`src/hw/pfs_pkg.sv`:
```
// constants for the pin function select block, select registers 17 to 19
package pfs_pkg;
    localparam int NUM_REGS = 3;
    localparam int NUM_PINS = 24;
    localparam int NUM_SLOTS = 5;
    localparam int FIELD_W = 4;

    // byte offsets of the select registers on the register bus
    localparam logic [7:0] OFF_SEL17 = 8'h00;
    localparam logic [7:0] OFF_SEL18 = 8'h04;
    localparam logic [7:0] OFF_SEL19 = 8'h08;
    localparam logic [31:0] SEL_RESET = 32'h0000_0000;

    // field codes that pick a function; every other code is reserved
    localparam logic [3:0] CODE_S0 = 4'h0;
    localparam logic [3:0] CODE_S1 = 4'h1;
    localparam logic [3:0] CODE_S2 = 4'h2;
    localparam logic [3:0] CODE_S3 = 4'h4;
    localparam logic [3:0] CODE_S4 = 4'h8;

    // pin types: none (hi-z or reserved), input, output, bidirectional
    localparam logic [1:0] PT_NO = 2'h0;
    localparam logic [1:0] PT_IN = 2'h1;
    localparam logic [1:0] PT_OUT = 2'h2;
    localparam logic [1:0] PT_BI = 2'h3;

    // pin index that carries the debug return clock on both code 0 and 1h
    localparam int DBG_CLK_PIN = 23;

    // per-pin type rows, slot 4 leftmost; pin p = reg * 8 + field (field 0 = bits 3-0)
    localparam logic [9:0] ROW_STRAP = {PT_BI, PT_BI, PT_BI, PT_OUT, PT_IN};
    localparam logic [9:0] ROW_R18_F7 = {PT_BI, PT_OUT, PT_OUT, PT_BI, PT_IN};
    localparam logic [9:0] ROW_R18_F6 = {PT_BI, PT_OUT, PT_OUT, PT_BI, PT_NO};
    localparam logic [9:0] ROW_R18_F5 = {PT_BI, PT_BI, PT_OUT, PT_OUT, PT_IN};
    localparam logic [9:0] ROW_R18_F4 = {PT_BI, PT_BI, PT_BI, PT_OUT, PT_IN};
    localparam logic [9:0] ROW_R18_F3 = {PT_BI, PT_BI, PT_OUT, PT_OUT, PT_IN};
    localparam logic [9:0] ROW_R19_F7 = {PT_BI, PT_NO, PT_NO, PT_OUT, PT_OUT};
    localparam logic [9:0] ROW_R19_F6 = {PT_BI, PT_NO, PT_OUT, PT_NO, PT_IN};
    localparam logic [9:0] ROW_R19_F5 = {PT_BI, PT_OUT, PT_NO, PT_OUT, PT_IN};
    localparam logic [9:0] ROW_R19_CKI = {PT_BI, PT_OUT, PT_BI, PT_IN, PT_IN};
    localparam logic [9:0] ROW_R19_CKO = {PT_BI, PT_OUT, PT_BI, PT_OUT, PT_IN};
    localparam logic [9:0] ROW_R19_SYN = {PT_BI, PT_OUT, PT_OUT, PT_BI, PT_IN};

    // pin 23 leftmost, pin 0 rightmost
    localparam logic [239:0] PIN_TYPE = {
        ROW_R19_F7, ROW_R19_F6, ROW_R19_F5, ROW_R19_CKI,
        ROW_R19_CKO, ROW_R19_CKI, ROW_R19_SYN, ROW_R19_SYN,
        ROW_R18_F7, ROW_R18_F6, ROW_R18_F5, ROW_R18_F4,
        ROW_R18_F3, ROW_R18_F4, ROW_STRAP, ROW_STRAP,
        ROW_STRAP, ROW_STRAP, ROW_STRAP, ROW_STRAP,
        ROW_STRAP, ROW_STRAP, ROW_STRAP, ROW_STRAP};

    localparam logic [1:0] RESP_OKAY = 2'h0;
    localparam logic [1:0] RESP_DECERR = 2'h3;
endpackage : pfs_pkg

```
`src/hw/pfs_pin_select.sv`:
```
// pin function select for select registers 17 to 19, AXI4-Lite slave
`timescale 1ns/100ps

// Function
// - three 32-bit registers, eight 4-bit fields, reset 0
// - reg17 upper six fields: strap/video/display/parport/gpio7
// - reg17 bits 27-24: strap in, parport bidirectional
// - reg18 low fields: strap/video/display/parport/gpio7
// - reg17 low fields: rt-unit input, video, display...
// - reserved codes undefined; function type sets direction
// - reg18 bits 27-24: code 0 high impedance
// - reg18 bits 31-28: rt input, card, master clock
// - reg18 bits 23-20: rt, parport b wait, gpio8
// - reg18 bits 19-16: card command, parport b enable
// - reg18 bits 15-12: card clock output, parport start
// - reg18 bits 11-8: card data 0, parport clock
// - reg19 bits 31-28: codes 0,1h debug clock
// - reg19 bits 27-24: rt input, ac-bias, gpio6
// - reg19 bits 23-20: video clock out three
// - reg19 19-16, 11-8: video clock inputs, card data
// - reg19 bits 15-12: video clock out two
// - reg19 bits 7-4: card data 4, vertical sync
// - reg19 bits 3-0: card data 5, horizontal sync
module pfs_pin_select
    import pfs_pkg::*;
#(
    parameter int ADDR_W = 8
)(
    input wire logic core_clk,
    input wire logic rst,
    input wire logic [ADDR_W-1:0] s_axi_awaddr,
    input wire logic s_axi_awvalid,
    output logic s_axi_awready,
    input wire logic [31:0] s_axi_wdata,
    input wire logic [3:0] s_axi_wstrb,
    input wire logic s_axi_wvalid,
    output logic s_axi_wready,
    output logic [1:0] s_axi_bresp,
    output logic s_axi_bvalid,
    input wire logic s_axi_bready,
    input wire logic [ADDR_W-1:0] s_axi_araddr,
    input wire logic s_axi_arvalid,
    output logic s_axi_arready,
    output logic [31:0] s_axi_rdata,
    output logic [1:0] s_axi_rresp,
    output logic s_axi_rvalid,
    input wire logic s_axi_rready,
    input wire logic [NUM_PINS*NUM_SLOTS-1:0] periph_out,
    input wire logic [NUM_PINS*NUM_SLOTS-1:0] periph_oe,
    output logic [NUM_PINS*NUM_SLOTS-1:0] periph_in,
    input wire logic [NUM_PINS-1:0] pin_in,
    output logic [NUM_PINS-1:0] pin_out,
    output logic [NUM_PINS-1:0] pin_oe
);
    logic [31:0] sel_r [NUM_REGS];
    logic [31:0] sel_nxt [NUM_REGS];
    logic [ADDR_W-1:0] aw_addr_r;
    logic [31:0] w_data_r;
    logic [3:0] w_strb_r;
    logic awready_r;
    logic wready_r;
    logic bvalid_r;
    logic [1:0] bresp_r;
    logic arready_r;
    logic rvalid_r;
    logic [31:0] rdata_r;
    logic [1:0] rresp_r;
    logic [NUM_PINS-1:0] pin_meta_r;
    logic [NUM_PINS-1:0] pin_sync_r;
    logic [NUM_PINS-1:0] pin_out_r;
    logic [NUM_PINS-1:0] pin_oe_r;
    logic [NUM_PINS*NUM_SLOTS-1:0] periph_in_r;
    logic [NUM_PINS-1:0] out_nxt;
    logic [NUM_PINS-1:0] oe_nxt;
    logic [NUM_PINS*NUM_SLOTS-1:0] in_nxt;

    // write side: address and data are caught in either order
    wire aw_take = s_axi_awvalid && awready_r;
    wire w_take = s_axi_wvalid && wready_r;
    wire wr_go = !awready_r && !wready_r && !bvalid_r;
    wire b_done = bvalid_r && s_axi_bready;
    wire [ADDR_W-1:0] aw_word = {aw_addr_r[ADDR_W-1:2], 2'b00};
    wire [1:0] wr_idx = (aw_word == ADDR_W'(OFF_SEL17)) ? 2'd0 :
                        (aw_word == ADDR_W'(OFF_SEL18)) ? 2'd1 :
                        (aw_word == ADDR_W'(OFF_SEL19)) ? 2'd2 : 2'd3;
    wire wr_map = (wr_idx != 2'd3);

    // read side
    wire ar_take = s_axi_arvalid && arready_r;
    wire r_done = rvalid_r && s_axi_rready;
    wire [ADDR_W-1:0] ar_word = {s_axi_araddr[ADDR_W-1:2], 2'b00};
    wire rd_map17 = (ar_word == ADDR_W'(OFF_SEL17));
    wire rd_map18 = (ar_word == ADDR_W'(OFF_SEL18));
    wire rd_map19 = (ar_word == ADDR_W'(OFF_SEL19));
    wire rd_map = rd_map17 || rd_map18 || rd_map19;
    wire [31:0] rd_val = rd_map17 ? sel_r[0] :
                         rd_map18 ? sel_r[1] :
                         rd_map19 ? sel_r[2] : 32'h0000_0000;

    genvar r, b, p, s;
    // byte-lane writes into the select registers
    for (r = 0; r < NUM_REGS; r++)
    begin : g_reg
        for (b = 0; b < 4; b++)
        begin : g_byte
            wire lane_wr = wr_go && (wr_idx == 2'(r)) && w_strb_r[b];
            assign sel_nxt[r][b*8 +: 8] = lane_wr ? w_data_r[b*8 +: 8] : sel_r[r][b*8 +: 8];
        end
    end

    // per-pin routing; a field's code picks one of five slots
    for (p = 0; p < NUM_PINS; p++)
    begin : g_pin
        wire [3:0] code = sel_r[p/8][(p%8)*FIELD_W +: FIELD_W];
        wire [9:0] types = PIN_TYPE[p*10 +: 10];
        // reserved codes hit no slot: pin released, nothing routed in
        wire [4:0] hit = {code == CODE_S4, code == CODE_S3, code == CODE_S2,
                          code == CODE_S1, code == CODE_S0};
        wire [4:0] sel_o;
        wire [4:0] drv_o;
        wire [4:0] drv_b;
        wire [4:0] sel_e;
        for (s = 0; s < NUM_SLOTS; s++)
        begin : g_slot
            // debug return clock pin: code 1h reuses the code 0 source
            localparam int SRC = (p == DBG_CLK_PIN && s == 1) ? 0 : s;
            wire [1:0] t = types[s*2 +: 2];
            // reserved and high-impedance slots hold the drive value low too
            assign sel_o[s] = hit[s] && (t != PT_NO) && periph_out[p*NUM_SLOTS+SRC];
            assign sel_e[s] = periph_oe[p*NUM_SLOTS+SRC];
            assign drv_o[s] = hit[s] && (t == PT_OUT);
            assign drv_b[s] = hit[s] && (t == PT_BI) && sel_e[s];
            assign in_nxt[p*NUM_SLOTS+s] = hit[s] && (t == PT_IN || t == PT_BI) && pin_sync_r[p];
        end
        // types of each pin follow the mapping table in the package
        assign out_nxt[p] = |sel_o;
        assign oe_nxt[p] = (|drv_o) || (|drv_b);
    end

    always_ff @(posedge core_clk or posedge rst)
    begin
        if (rst)
        begin
            for (int i = 0; i < NUM_REGS; i++)
            begin
                sel_r[i] <= SEL_RESET;
            end
        end
        else
        begin
            for (int i = 0; i < NUM_REGS; i++)
            begin
                sel_r[i] <= sel_nxt[i];
            end
        end
    end

    always_ff @(posedge core_clk or posedge rst)
    begin
        if (rst)
        begin
            aw_addr_r <= '0;
            w_data_r <= 32'h0000_0000;
            w_strb_r <= 4'h0;
        end
        else
        begin
            if (aw_take)
            begin
                aw_addr_r <= s_axi_awaddr;
            end
            if (w_take)
            begin
                w_data_r <= s_axi_wdata;
                w_strb_r <= s_axi_wstrb;
            end
        end
    end

    // ready drops once a channel is caught and returns once the response is accepted
    wire awready_nxt = b_done ? 1'b1 : (aw_take ? 1'b0 : awready_r);
    wire wready_nxt = b_done ? 1'b1 : (w_take ? 1'b0 : wready_r);
    wire bvalid_nxt = wr_go ? 1'b1 : (b_done ? 1'b0 : bvalid_r);
    wire [1:0] bresp_nxt = wr_go ? (wr_map ? RESP_OKAY : RESP_DECERR) : bresp_r;
    // read answer latched at the take, so a later write cannot disturb it
    wire arready_nxt = ar_take ? 1'b0 : (r_done ? 1'b1 : arready_r);
    wire rvalid_nxt = ar_take ? 1'b1 : (r_done ? 1'b0 : rvalid_r);
    wire [31:0] rdata_nxt = ar_take ? rd_val : rdata_r;
    wire [1:0] rresp_nxt = ar_take ? (rd_map ? RESP_OKAY : RESP_DECERR) : rresp_r;

    always_ff @(posedge core_clk or posedge rst)
    begin
        if (rst)
        begin
            awready_r <= 1'b1;
        end
        else
        begin
            awready_r <= awready_nxt;
        end
    end

    always_ff @(posedge core_clk or posedge rst)
    begin
        if (rst)
        begin
            wready_r <= 1'b1;
        end
        else
        begin
            wready_r <= wready_nxt;
        end
    end

    always_ff @(posedge core_clk or posedge rst)
    begin
        if (rst)
        begin
            bvalid_r <= 1'b0;
        end
        else
        begin
            bvalid_r <= bvalid_nxt;
        end
    end

    always_ff @(posedge core_clk or posedge rst)
    begin
        if (rst)
        begin
            bresp_r <= RESP_OKAY;
        end
        else
        begin
            bresp_r <= bresp_nxt;
        end
    end

    always_ff @(posedge core_clk or posedge rst)
    begin
        if (rst)
        begin
            arready_r <= 1'b1;
        end
        else
        begin
            arready_r <= arready_nxt;
        end
    end

    always_ff @(posedge core_clk or posedge rst)
    begin
        if (rst)
        begin
            rvalid_r <= 1'b0;
        end
        else
        begin
            rvalid_r <= rvalid_nxt;
        end
    end

    always_ff @(posedge core_clk or posedge rst)
    begin
        if (rst)
        begin
            rdata_r <= 32'h0000_0000;
        end
        else
        begin
            rdata_r <= rdata_nxt;
        end
    end

    always_ff @(posedge core_clk or posedge rst)
    begin
        if (rst)
        begin
            rresp_r <= RESP_OKAY;
        end
        else
        begin
            rresp_r <= rresp_nxt;
        end
    end

    // pins are asynchronous to core_clk: two flops before routing
    always_ff @(posedge core_clk or posedge rst)
    begin
        if (rst)
        begin
            pin_meta_r <= '0;
            pin_sync_r <= '0;
        end
        else
        begin
            pin_meta_r <= pin_in;
            pin_sync_r <= pin_meta_r;
        end
    end

    // registered pin side costs a cycle but keeps outputs glitch-free
    always_ff @(posedge core_clk or posedge rst)
    begin
        if (rst)
        begin
            pin_out_r <= '0;
        end
        else
        begin
            pin_out_r <= out_nxt;
        end
    end

    always_ff @(posedge core_clk or posedge rst)
    begin
        if (rst)
        begin
            pin_oe_r <= '0;
        end
        else
        begin
            pin_oe_r <= oe_nxt;
        end
    end

    always_ff @(posedge core_clk or posedge rst)
    begin
        if (rst)
        begin
            periph_in_r <= '0;
        end
        else
        begin
            periph_in_r <= in_nxt;
        end
    end

    assign s_axi_awready = awready_r;
    assign s_axi_wready = wready_r;
    assign s_axi_bvalid = bvalid_r;
    assign s_axi_bresp = bresp_r;
    assign s_axi_arready = arready_r;
    assign s_axi_rvalid = rvalid_r;
    assign s_axi_rdata = rdata_r;
    assign s_axi_rresp = rresp_r;
    assign pin_out = pin_out_r;
    assign pin_oe = pin_oe_r;
    assign periph_in = periph_in_r;
endmodule : pfs_pin_select

```
`config.mk`:
```
export PLATFORM = sky130hd
export DESIGN_NAME = pfs_pin_select
export DESIGN_NICKNAME = d
export VERILOG_FILES = /design/src/hw/pfs_pkg.sv /design/src/hw/pfs_pin_select.sv
export SDC_FILE = /design/constraint.sdc
export NUM_CORES = 1
export LEC_CHECK = 0
export BUFFER_PORTS_ARGS = -buffer_cell sky130_fd_sc_hd__buf_2
export CAP_MARGIN = 10
export CELL_PAD_IN_SITES_DETAIL_PLACEMENT = 0
export CELL_PAD_IN_SITES_GLOBAL_PLACEMENT = 1
export CORE_ASPECT_RATIO = 0.75
export CORE_MARGIN = 2
export CORE_UTILIZATION = 39
export DETAILED_ROUTE_END_ITERATION = 6
export PLACE_DENSITY = 0.85
export SYNTH_ARGS = -nofsm -noshare
export SYNTH_HDL_FRONTEND = slang
export SYNTH_SLANG_ARGS = --single-unit
```
`constraint.sdc`:
```
create_clock -name core_clk -period 12.5 [get_ports core_clk]
set_input_delay 0 -clock core_clk [delete_from_list [all_inputs] [get_ports core_clk]]
set_output_delay 0 -clock core_clk [all_outputs]
set_load 0.005 [all_outputs]
```
Yosys cells after proc, flatten, opt, wreduce, memory -nomap -nowiden. Index checks and enable logic that the tools add are counted.

Flip-flop bits (word level): 358. Bits in latches: 0. Memory bits (writable): 0. Memory bits (read-only): 0. Input bits: 323. Output and inout bits: 209. Word-level logic and storage cells: 531. Memories: 0.

Add/subtract/negate cells: 0. $mul: 0. Div/mod/pow operators: 0. Order comparisons: 0. Equality and inequality tests: 98. Shift-type cells: 0. Multiplexer cells: 18. Bitwise logic cells: 0. Reductions and logical operators: 387.

Operators with widths (number): 1-bit logical AND (274); 5-bit OR reduction (20); 4-bit == test, second input constant (24); 32-bit two-way mux (3); 4-bit by 1-bit == test with 1-bit output, second input constant (23); 4-bit zero test (23); 4-bit by 2-bit == test with 1-bit output, second input constant (22); 4-bit by 3-bit == test with 1-bit output, second input constant (22); 3-bit OR reduction (14); 2-bit OR reduction (18); 1-bit logical OR (26); 8-bit zero test (2); 6-bit by 1-bit == test with 1-bit output, second input constant (2); 6-bit by 2-bit == test with 1-bit output, second input constant (2); 1-bit two-way mux (11); 2-bit two-way mux (4); 2-bit nonzero test (4); 4-bit OR reduction (2); 1-bit zero test (3); 2-bit by 1-bit == test with 1-bit output, second input constant (1); 2-bit == test, second input constant (1); 2-bit zero test (1); 2-bit inequality test, second input constant (1).

Logic depth before layout (Yosys ltp). Gate-level depths: netlist of run 1.

Depth in word-level cells: 7. Depth in mapped cells: 6. Mapped depth without buffers: 3.

Worst setup path after synthesis of run 1. No wires, ideal clock.

Kind: reg-to-reg. From: reg aw_addr_r[3]. To: reg sel_r, in the netlist g_pin[0].code[0]. Library setup time: 0.125 ns. Arrival: 1.564 ns. Data required time: 12.375 ns. Path slack: 10.811 ns. Cell stages (with the launch flop): 5. Buffers on the path: 1. Clock period less this slack: 1.689 ns. Cell sequence: dfrtp_1 -> nor2_1 -> and4_1 -> buf_2 -> mux2_2.

Cells in the longest elaborated chain, start to end: 7. Elaborated cells on any way between the ends: 9. Those cells by class: eq/ne: 2; mux: 3; reduce/logical: 4.

RTL lines: start: declaration (line pfs_pin_select.sv:57) `logic [ADDR_W-1:0] aw_addr_r;`; start signal: assignment (line pfs_pin_select.sv:170) `aw_addr_r <= s_axi_awaddr;`; 6-bit by 2-bit == test with 1-bit output (line pfs_pin_select.sv:85) `(aw_word == ADDR_W'(OFF_SEL19)) ? 2'd2 : 2'd3;`; 1-bit two-way mux (line pfs_pin_select.sv:85); 2-bit two-way mux (line pfs_pin_select.sv:84) `(aw_word == ADDR_W'(OFF_SEL18)) ? 2'd1 :`; 2-bit two-way mux * (line pfs_pin_select.sv:83) `wire [1:0] wr_idx = (aw_word == ADDR_W'(OFF_SEL17)) ? 2'd0 :`; 2-bit zero test * (line pfs_pin_select.sv:106) `wire lane_wr = wr_go && (wr_idx == 2'(r)) && w_strb_r[b];`; 1-bit logical AND * (2 in series) (line pfs_pin_select.sv:106); end signal: indexed assignment (line pfs_pin_select.sv:153) `sel_r[i] <= sel_nxt[i];`; end: declaration (line pfs_pin_select.sv:55) `logic [31:0] sel_r [NUM_REGS];`.

Mark *: on every way between the ends. The rest lies on a longest branch, timed or not. A chain may end at the register's enable or synchronous reset.

==> out/metrics.csv, run 1 <==
metric,value,unit
crit-path most repeated cell,buf_4,
DRT iter0 DRCs,668,
chip width,233,um
drt first pass iters,5,
worst hold slack,39.7,ps
grt total ovfl,0,
DRC,0,
Final Worst Setup Slack,9780,ps
worst clock skew,14.1,ps
drt wl/cell,18.8,um
Diodes inserted,0,
most frequent cells in the layout,"buf_2, dfrtp_1, dlygate4sd3_1",
top cell type's share of synthesized area,57.2,%
reg2reg start,s_axi_arready$_DFFE_PP1P_,
full die area,0.0410,mm^2
"Slew Viols, Final",0,
Post-CTS Setup Inserts,0,
crit-path max FO,122,
cell chain of the critical path,"dlygate4sd3_1, buf_2, inv_8, buf_4, buf_4",
post-synthesis sequential area ratio,57.7,%
"commonest non-fill, non-tap cell in the layout",buf_2,
most common flop cell mapped by yosys,dfrtp_1,
first-pass GRT wire length,67200,um
Peak VDD IR,0.126,mV
post-route ant nets,0,
depth of the CTS H-tree,2,
Slew HR,24.9,%
Least-Margin Pin Slew,1120,ps
vias per inst,5.16,
critical path type,input port to asynchronous set/reset pin,
worst skew pair latency,520,ps
final setup vio count,0,
drt total wl,43500,um
PwrDens,202,mW/mm^2
"Reg clk slew, reported paths",60,ps
initial antenna violation count,3,
"Avg Cell Area, Syn",12.6,um^2
final hold violation count,0,
core area,0.0386,mm^2
Pwr Total,4.15,mW
Worst Hold Class,input port to register,
"Req. time, crit path",12970,ps
Buf/Inv on CP,5,
Yosys reg bits,354,
Final Instance Area,0.0205,mm^2
clock sinks,354,
post_cts resized,0,
crit share post-route,21.8,%
Synth Instances,1223,
"Largest delay share family, worst path",buffers and inverters,
main area contributors after synthesis,"dfrtp_1, mux2_2, mux2i_1, nand3b_1, a22o_1",
Total GRT Usage,20.9,%
# rows,62,
min cycle time layout,2720,ps
filler cell count,3274,
post-detail-place hpwl,29300,um
Fmax,0.367,GHz
Hold Startpoint,periph_oe[22],
status,"complete, no violations",
synth-to-layout area growth,33.8,%
Synth async-reset ratio,100,%
Post-Synthesis Cell Area,0.0154,mm^2
Synth area leader,dfrtp_1,
IO Pins,532,
DIE HEIGHT,176,um
CP max-delay cell,buf_4,
placed cell area,0.0177,mm^2
Startpoint Class,input port,
CP Launch Point,rst,
Worst EP arrival,3200,ps
highest cell delay on the worst timing path,910,ps
Netlist cell types,58,
DR vias,11900,
Worst Setup End Kind,asynchronous set/reset pin,
largest net degree at the start of global routing,123,
P_leak,10.1,nW
pre-CTS WS,9690,ps
Num CTS Buffers,37,
initial core utilization,39.8,%
Clock Path Buffers,3,
TritonCTS clock tree,done,
Port-buffer cells,418,
number of max-cap violations,0,
YS warnings,0,
RSZ-0062 raised after global routing,no,
Routability Congestion,0.844,
vias in the first global route,12200,
Nets,2098,
setup TNS,0,ps
"EDFF count, synth",0,
share of post-route cells with drive strength above 1,35.7,%
clk root buf,clkbuf_16,
==> flip-flops by register name, indices dropped and copies added, names as in the netlist <==
| register | count |
|---|---|
| aw_addr_r | 6 |
| g_pin.code | 96 |
| periph_in | 81 |
| pin_meta_r | 24 |
| pin_oe | 24 |
| pin_out | 24 |
| pin_sync_r | 24 |
| s_axi_arready | 1 |
| s_axi_awready | 1 |
| s_axi_bresp | 1 |
| s_axi_bvalid | 1 |
| s_axi_rdata | 32 |
| s_axi_rresp | 1 |
| s_axi_rvalid | 1 |
| s_axi_wready | 1 |
| w_data_r | 32 |
| w_strb_r | 4 |
==> worst reg2reg max path, delay by kind of cell (launching register included) <==
| kind | cells | cell delay (ps) |
|---|---|---|
| DFF | 1 | 550 |
| AOI/OAI and AO/OA | 1 | 290 |
| and+or+nand+nor | 2 | 1700 |
==> layer usage <==
metal,vias to the layer above,track usage (%),wire length (um)
met3,82,4.90,2860
met4,6,5.79,1070
li1,5455,-,-
met5,-,0,41
met1,5988,27.2,18400
met2,365,34.9,21100
==> cells in the mapped netlist (26+ instances only) <==
| cell type | count |
|---|---|
| o2bb2ai_1 | 34 |
| nor3_1 | 41 |
| inv_1 | 26 |
| a22o_1 | 36 |
| dfrtp_1 | 351 |
| nand3b_1 | 57 |
| nor2_1 | 34 |
| buf_4 | 41 |
| clkbuf_1 | 83 |
| mux2_2 | 137 |
| mux2i_1 | 55 |
| nor3b_1 | 32 |
| nand2_1 | 49 |
==> path summary, 6_finish.rpt <==
kind | depth (start not counted) | endpoint | slack, ps
worst max-delay path | 5 | pin_out[7]$_DFF_PP0_ | 9780
worst min-delay path | 4 | pin_oe[4]$_DFF_PP0_ | 40
worst max register to register | 3 | s_axi_rdata[22]$_DFFE_PP0P_ | 9890
worst min register to register | 0 | pin_sync_r[2]$_DFF_PP0_ | 350
max in group core_clk | 3 | s_axi_rdata[22]$_DFFE_PP0P_ | 9890
min in group asynchronous | 3 | periph_in[55]$_DFF_PP0_ | 170
==> stage by stage <==
stage	instances	utilization, %
final	2306	53.3
after global routing	2306	53.3
after CTS	2306	53.3
after detailed placement	2067	45.8
after global placement	2067	45.8
after floorplan	1261	-
==> power by group <==
part | total (mW) | switching, mW | internal (mW) | leakage [nW]
Sequential | 1.89 | 0.405 | 1.48 | 4.59
Clock | 1.02 | 0.432 | 0.583 | 0.523
Combinational | 1.25 | 0.506 | 0.743 | 4.96
==> kinds of logic after synthesis <==
logic type	count (synthesis)	synth area share [%]
xor+xnor	3	0.171
simple gates	324	13.9
compound gates	188	9.38
flops	354	57.7
buf+inv	159	5.04
mux	194	13.8
other cells	1	0.0244
==> area by class of cell <==
class | instances | area, um^2 | share of cell area [%]
Sequential cell | 354 | 8860 | 43.1
Multi-Input combinational cell | 748 | 5880 | 28.6
Timing Repair Buffer | 608 | 3970 | 19.3
Clock buffer | 55 | 1060 | 5.18
Tap cell | 512 | 641 | 3.12
Inverter | 26 | 105 | 0.512
Clock inverter | 3 | 20.0 | 0.0974
==> what timing repair did <==
action,CTS,global route
endpoints found under the hold margin,240,0
setup endpoints to repair,0,0
hold buffers,181,0
(Power assumes the default switching activity.)
==> run 2: changes to the inputs <==
ABC_AREA = 1   (was not set)
CORE_UTILIZATION = 33   (was 39)
PLACE_DENSITY = 0.81   (was 0.85)
clock period = 2.5 ns   (was 12.5 ns; I/O delays follow)
==> run 2 against run 1 <==
  * Non-clock buffer count is 6 higher
  * Clock power grew to 5.7 times the previous value
  * First-iteration DRC count increased by 65%
  * Sequential share of layout area decreased by 1.4 points
  * Via count increased by 25%
  * Clock-buffer cell count decreased by 5
  * Critical path depth rose by 1
  * Core utilization is 7.3 points lower
==> out/metrics.csv, run 2 <==
metric,value,unit,change
filler cell count,4424,,+35%
Worst Setup End Kind,register,,
full die area,0.0487,mm^2,+19%
post-route insts no fill,2965,,+29%
post-route ant nets,0,,unchanged
Synth Instances,1724,,+41%
reg2reg setup slack,440,ps,-9450 ps
clk root buf,clkbuf_16,,
clock sinks,354,,unchanged
Final Instance Area,0.0212,mm^2,+3.4%
Netlist cell types,20,,-66%
grt total ovfl,0,,unchanged
most frequent cells in the layout,"nand2_1, buf_2, dfrtp_1",,
worst clock skew,23.5,ps,+9.36 ps
sequential power share,41.1,%,-4.3 points
initial antenna violation count,6,,+3
Min-Delay Endpoint,s_axi_rresp[0]$_DFFE_PP0P_,,
# rows,68,,+9.7%
register area,0.00886,mm^2,unchanged
chip width,254,um,+9.0%
Reg2Reg Depth,6,,+3
Combinational Power Share,32.6,%,+2.5 points
main area contributors after synthesis,"dfrtp_1, nand2_1, nand4_1, nand3_1, inv_1",,
placed cells,2730,,+32%
reg2reg start,aw_addr_r[7]$_DFFE_PP0P_,,
Total GRT Usage,20.6,%,-0.30 points
highest cell delay on the worst timing path,570,ps,-340 ps
"Reg clk slew, reported paths",60,ps,about the same
YS warnings,0,,unchanged
"Avg Cell Area, Syn",8.99,um^2,-28%
Worst Hold Class,input port to register,,
crit-path most repeated cell,nand2_1,,
Synth async-reset ratio,100,%,unchanged
Peak VDD IR,0.402,mV,+220%
cell chain of the critical path,"nor2_1, nand3_1, nor2_4, nand2_1, nand2_1, nand2_1",,
Hold Startpoint,s_axi_araddr[3],,
depth of the CTS H-tree,2,,unchanged
most common flop cell mapped by yosys,dfrtp_1,,
DR vias,14900,,+25%
Synth top cells by count,"nand2_1, dfrtp_1, nand4_1, nand3_1, inv_1",,
DRC,0,,unchanged
crit-path max FO,19,,-84%
worst hold path cell count,3,,-1
worst skew pair latency,530,ps,about the same
"Slew Viols, Final",0,,unchanged
Synth area leader,dfrtp_1,,
P_leak,11.1,nW,+10%
"Largest delay share family, worst path",simple AND/OR/NAND/NOR gates,,
top cell type's share of synthesized area,56.7,%,-0.51 points
synth-to-layout area growth,37.0,%,
DRT iter0 DRCs,1103,,+65%
top-count cell post-synth,nand2_1,,
PwrDens,1040,mW/mm^2,+420%
largest net degree at the start of global routing,96,,-22%
DIE HEIGHT,192,um,+9.0%
Largest register FFs,96,,unchanged
drt first pass iters,5,,unchanged
initial core utilization,33.5,%,-6.3 points
Port-buffer cells,418,,unchanged
Least-Margin Pin Slew,815,ps,-309 ps
number of max-cap violations,0,,unchanged
share of post-route cells with drive strength above 1,24.1,%,-12 points
Switching Power,8.02,mW,+500%
post-detail-place hpwl,36600,um,+25%
setup TNS,0,ps,unchanged
drt wl/cell,17.4,um,-7.4%
CP max-delay cell,nor2_4,,
min cycle time layout,2060,ps,
final setup vio count,0,,unchanged
"Req. time, crit path",2900,ps,"-10,070 ps"
core area,0.0462,mm^2,+20%
Buf/Inv on CP,0,,-5
Multi-input gate area,0.00561,mm^2,-4.7%
"commonest non-fill, non-tap cell in the layout",nand2_1,,
Worst EP arrival,2450,ps,-750 ps
crit share post-route,82.2,%,
capture point of the worst reg-to-reg path,g_pin[23].code[0]$_DFFE_PP0P_,,
post-synthesis sequential area ratio,57.2,%,-0.52 points
vias in the first global route,14600,,+20%
worst hold slack,37.4,ps,-2.31 ps
vias per inst,5.01,,-2.9%
Nets,2629,,+25%
internal power,14.1,mW,+400%
status,"complete, no violations",,
IO Pins,532,,unchanged
clock power share,26.3,%,+1.8 points
"EDFF count, synth",0,,unchanged
TritonCTS clock tree,done,,
Clock Path Buffers,3,,unchanged
drt total wl,51700,um,+19%
final hold violation count,0,,unchanged
Fmax,0.487,GHz,
Routability Congestion,0.894,,+5.9%
Num CTS Buffers,38,,+2.7%
Slew HR,45.7,%,+21 points
Post-Synthesis Cell Area,0.0155,mm^2,+0.90%
RSZ-0062 raised after global routing,no,,
placed cell area,0.0183,mm^2,+3.7%
post_cts resized,0,,unchanged
first-pass GRT wire length,79400,um,+18%
switching share of power,36.2,%,+3.9 points
Startpoint Class,register,,
Yosys reg bits,354,,unchanged
critical path type,register to register,,
-- run 2: changes by cell type after synthesis, moves of 34 or more --
cell       change
a22o_1        -36
nand3b_1      -57
nand3_1      +184
inv_1        +142
clkbuf_1      -37
nand4_1      +211
nor4_1        +40
mux2i_1       -55
o2bb2ai_1     -34
nor2_1        +35
nand2_1      +401
mux2_2        -97
-- run 2: cell type report --
class	instances	area share [%]
Multi-Input combinational cell	1130	26.4
Tap cell	630	3.71
Timing Repair Buffer	614	19.1
Clock buffer	50	4.98
Inverter	168	2.99
Sequential cell	354	41.7
Antenna cell	5	0.0589
Clock inverter	14	0.978
-- run 2: repair_timing --
action | CTS | global route
hold buffers | 166 | 0
buffers inserted | 0 | 0
hold endpoints to repair | 248 | 0
-- run 2: how the worst max path moves through the flow --
stage                                         from                             to  cells after the start
final                     aw_addr_r[7]$_DFFE_PP0P_  g_pin[23].code[0]$_DFFE_PP0P_                      6
after global placement    aw_addr_r[7]$_DFFE_PP0P_  g_pin[21].code[2]$_DFFE_PP0P_                      6
after CTS                 aw_addr_r[7]$_DFFE_PP0P_  g_pin[20].code[1]$_DFFE_PP0P_                      6
after floorplan                                rst       aw_addr_r[2]$_DFFE_PP0P_                      1
after detailed placement  aw_addr_r[7]$_DFFE_PP0P_  g_pin[21].code[1]$_DFFE_PP0P_                      6
after global routing      aw_addr_r[7]$_DFFE_PP0P_  g_pin[20].code[2]$_DFFE_PP0P_                      6
-- run 2: logic make-up after synthesis --
kind of cell,share of synthesized area (%)
buf+inv,7.82
other cells,0.0242
simple gates,31.6
compound gates,0.484
flops,57.2
mux,2.91
-- run 2: power by group through the flow --
stage                     Combinational, mW  Clock [mW]  Sequential (mW)
after detailed placement               6.01           0             9.13
after global routing                   8.05        6.22             9.31
after floorplan                        4.13           0             8.52
after global placement                 5.83           0             9.09
final                                  7.21        5.83             9.09
after CTS                              7.11        5.97             9.04
-- run 2: per-stage QoR --
| stage | total power, mW | util [%] | worst slack [ps] |
|---|---|---|---|
| 5_1_grt | 23.6 | 46.0 | 267 |
| 3_3_place_gp | 14.9 | 39.6 | 520 |
| 3_5_place_dp | 15.1 | 39.6 | 440 |
| 4_1_cts | 22.1 | 45.9 | 441 |
| 2_1_floorplan | 12.7 | - | -2240 |
| 6_report | 22.1 | 46.0 | 445 |
-- run 2: worst reg2reg max path, stage by stage, from the launching register on --
cell and delay, ps:
dfrtp_1 370, nor2_1 240, nand3_1 180, nor2_4 570
nand2_1 370, nand2_1 150, nand2_1 60
-- run 2: routing by layer --
metal | wire [um] | part of all wire [%] | global-route usage (%)
met5 | 12 | 0.023 | 0
met4 | 1150 | 2.2 | 5.48
met3 | 3790 | 7.3 | 4.26
met2 | 24300 | 47 | 33.9
met1 | 22500 | 43 | 27.7
==> run 3: changes to the inputs <==
ABC_AREA = 0   (was 1)
CORE_UTILIZATION = 39   (was 33)
PLACE_DENSITY = 0.85   (was 0.81)
clock period = 1.9 ns   (was 2.5 ns; I/O delays follow)
==> run 3 against run 2 <==
  * Cell count fell by 21%
  * Global-route usage rose by 0.81 points
  * Via count fell by 19%
  * Cell area fell by 0.31%
  * Maximum frequency rose by 14%
  * Core utilization rose by 8.9 points
  * Clock power rose by 32%
  * Critical path depth fell by 1
  * Die area fell by 16%
  * First-iteration DRC count fell by 37%
  * Routed wire length fell by 13%
  * Worst hold slack got worse by 18 ps
  * Critical endpoint is now g_pin[1].code[1]$_DFFE_PP0P_
==> out/metrics.csv, run 3 (synthesized netlist as in run 1, its figures left out) <==
metric,value,unit,change
status,"complete, no violations",,
RSZ-0062 raised after global routing,no,,
"Reg clk slew, reported paths",60,ps,about the same
placed cell area,0.0179,mm^2,-2.1%
post-route ant nets,0,,unchanged
synth-to-layout area growth,37.9,%,
CP max-delay cell,dfrtp_1,,
core area,0.0386,mm^2,-17%
register area,0.00887,mm^2,about the same
filler cell count,3218,,-27%
highest cell delay on the worst timing path,410,ps,-160 ps
DRT iter0 DRCs,695,,-37%
Least-Margin Pin Slew,1080,ps,+269 ps
setup TNS,0,ps,unchanged
Num CTS Buffers,38,,unchanged
cell chain of the critical path,"nor4_4, buf_6, and4_1, buf_12, mux2_2",,
Switching Power,9.12,mW,+14%
worst hold path cell count,4,,+1
Port-buffer cells,418,,unchanged
Startpoint Class,register,,
share of post-route cells with drive strength above 1,37.5,%,+13 points
Worst Hold Class,input port to register,,
Multi-input gate area,0.00590,mm^2,+5.2%
switching share of power,32.1,%,-4.1 points
Peak VDD IR,0.749,mV,+86%
Routability Congestion,0.840,,-6.0%
IO Pins,532,,unchanged
vias per inst,5.12,,+2.3%
worst skew pair latency,520,ps,about the same
Levels on crit path,5,,-1
vias in the first global route,12500,,-14%
clock power share,27.2,%,+0.9 points
most frequent cells in the layout,"buf_2, dfrtp_1, dlygate4sd3_1",,
Worst EP arrival,2210,ps,-240 ps
critical path type,register to register,,
drt total wl,44800,um,-13%
P_leak,10.4,nW,-6.6%
Fmax,0.553,GHz,+14%
Clock Path Buffers,3,,unchanged
initial antenna violation count,3,,-3
number of max-cap violations,0,,unchanged
final hold violation count,0,,unchanged
worst hold slack,19.1,ps,-18.3 ps
"commonest non-fill, non-tap cell in the layout",buf_2,,
Pwr Total,28.4,mW,+28%
PwrDens,1340,mW/mm^2,+29%
sequential power share,43.7,%,+2.6 points
crit share post-route,95.1,%,+13 points
Buf/Inv on CP,2,,+2
internal power,19.3,mW,+37%
initial core utilization,39.8,%,+6.3 points
TritonCTS clock tree,done,,
Worst Setup End Kind,register,,
worst clock skew,14.1,ps,-9.35 ps
"Largest delay share family, worst path",simple AND/OR/NAND/NOR gates,,
Total GRT Usage,21.4,%,+0.81 points
grt total ovfl,0,,unchanged
final setup vio count,0,,unchanged
# rows,62,,-8.8%
clock sinks,354,,unchanged
full die area,0.0410,mm^2,-16%
Slew HR,27.6,%,-18 points
Nets,2133,,-19%
clk root buf,clkbuf_16,,
"Slew Viols, Final",0,,unchanged
drt first pass iters,7,,+2
largest net degree at the start of global routing,97,,+1.0%
DIE HEIGHT,176,um,-8.3%
Largest register FFs,96,,unchanged
"Req. time, crit path",2300,ps,-600 ps
DR vias,12100,,-19%
Reg2Reg Depth,5,,-1
chip width,233,um,-8.3%
first-pass GRT wire length,68700,um,-13%
depth of the CTS H-tree,2,,unchanged
Combinational Power Share,29.1,%,-3.5 points
drt wl/cell,19.0,um,+9.2%
DRC,0,,unchanged
post-detail-place hpwl,30900,um,-15%
Final Instance Area,0.0212,mm^2,-0.31%
min cycle time layout,1810,ps,-248 ps
crit-path max FO,8,,-11
## run 3: cell type report
class	instances	share of cell area [%]
Sequential cell	354	41.9
Multi-Input combinational cell	748	27.9
Timing Repair Buffer	642	20.5
Clock buffer	54	5.31
Tap cell	512	3.03
Clock inverter	15	0.875
Inverter	26	0.479
Antenna cell	2	0.0236
## run 3: power groups by stage
stage	clock (mW)	sequential, mW	combinational, mW
floorplan	0	11.1	5.32
global placement	0	12.3	6.78
detailed placement	0	12.5	6.97
CTS	7.90	12.3	8.18
global route	8.25	12.8	9.06
finish	7.71	12.4	8.26
## run 3: metal layers
layer / track usage [%] / share of wire (%)
met1: 28.1 / 43
met2: 35.3 / 48
met3: 5.03 / 6.5
met4: 6.48 / 2.5
met5: 0 / 0.029
## run 3: timing repair
item,4_1_cts,5_1_grt
endpoints found under the hold margin,447,0
gates resized for setup,0,11
setup endpoints to repair,0,34
setup buffers,0,1
hold buffers,191,0
## run 3: through the flow
step / cells / setup WS [ps] / utilization [%]
2_1_floorplan: 1261 / -2840 / -
3_3_place_gp: 2090 / 119 / 46.4
3_5_place_dp: 2090 / 39.8 / 46.4
4_1_cts: 2350 / 33.5 / 54.8
5_1_grt: 2352 / 1.87 / 54.9
6_report: 2353 / 92.6 / 54.9
## run 3: worst paths after layout
path                                               start                       endpoint  slack (ps)
worst max-delay path            aw_addr_r[7]$_DFFE_PP0P_   g_pin[1].code[1]$_DFFE_PP0P_          90
worst min-delay path                       periph_oe[12]            pin_oe[2]$_DFF_PP0_          20
worst max register to register  aw_addr_r[7]$_DFFE_PP0P_   g_pin[1].code[1]$_DFFE_PP0P_          90
worst min register to register  pin_meta_r[13]$_DFF_PP0_       pin_sync_r[13]$_DFF_PP0_         350
max in group asynchronous                            rst  g_pin[22].code[1]$_DFFE_PP0P_        1110
min in group asynchronous                            rst        periph_in[79]$_DFF_PP0_         170
## run 3: worst min-delay path: cells and delay by family
| family | cells | cell delay [ps] |
|---|---|---|
| and+or+nand+nor | 1 | 170 |
| AOI/OAI and AO/OA | 2 | 230 |
| buffers and inverters | 1 | 90 |
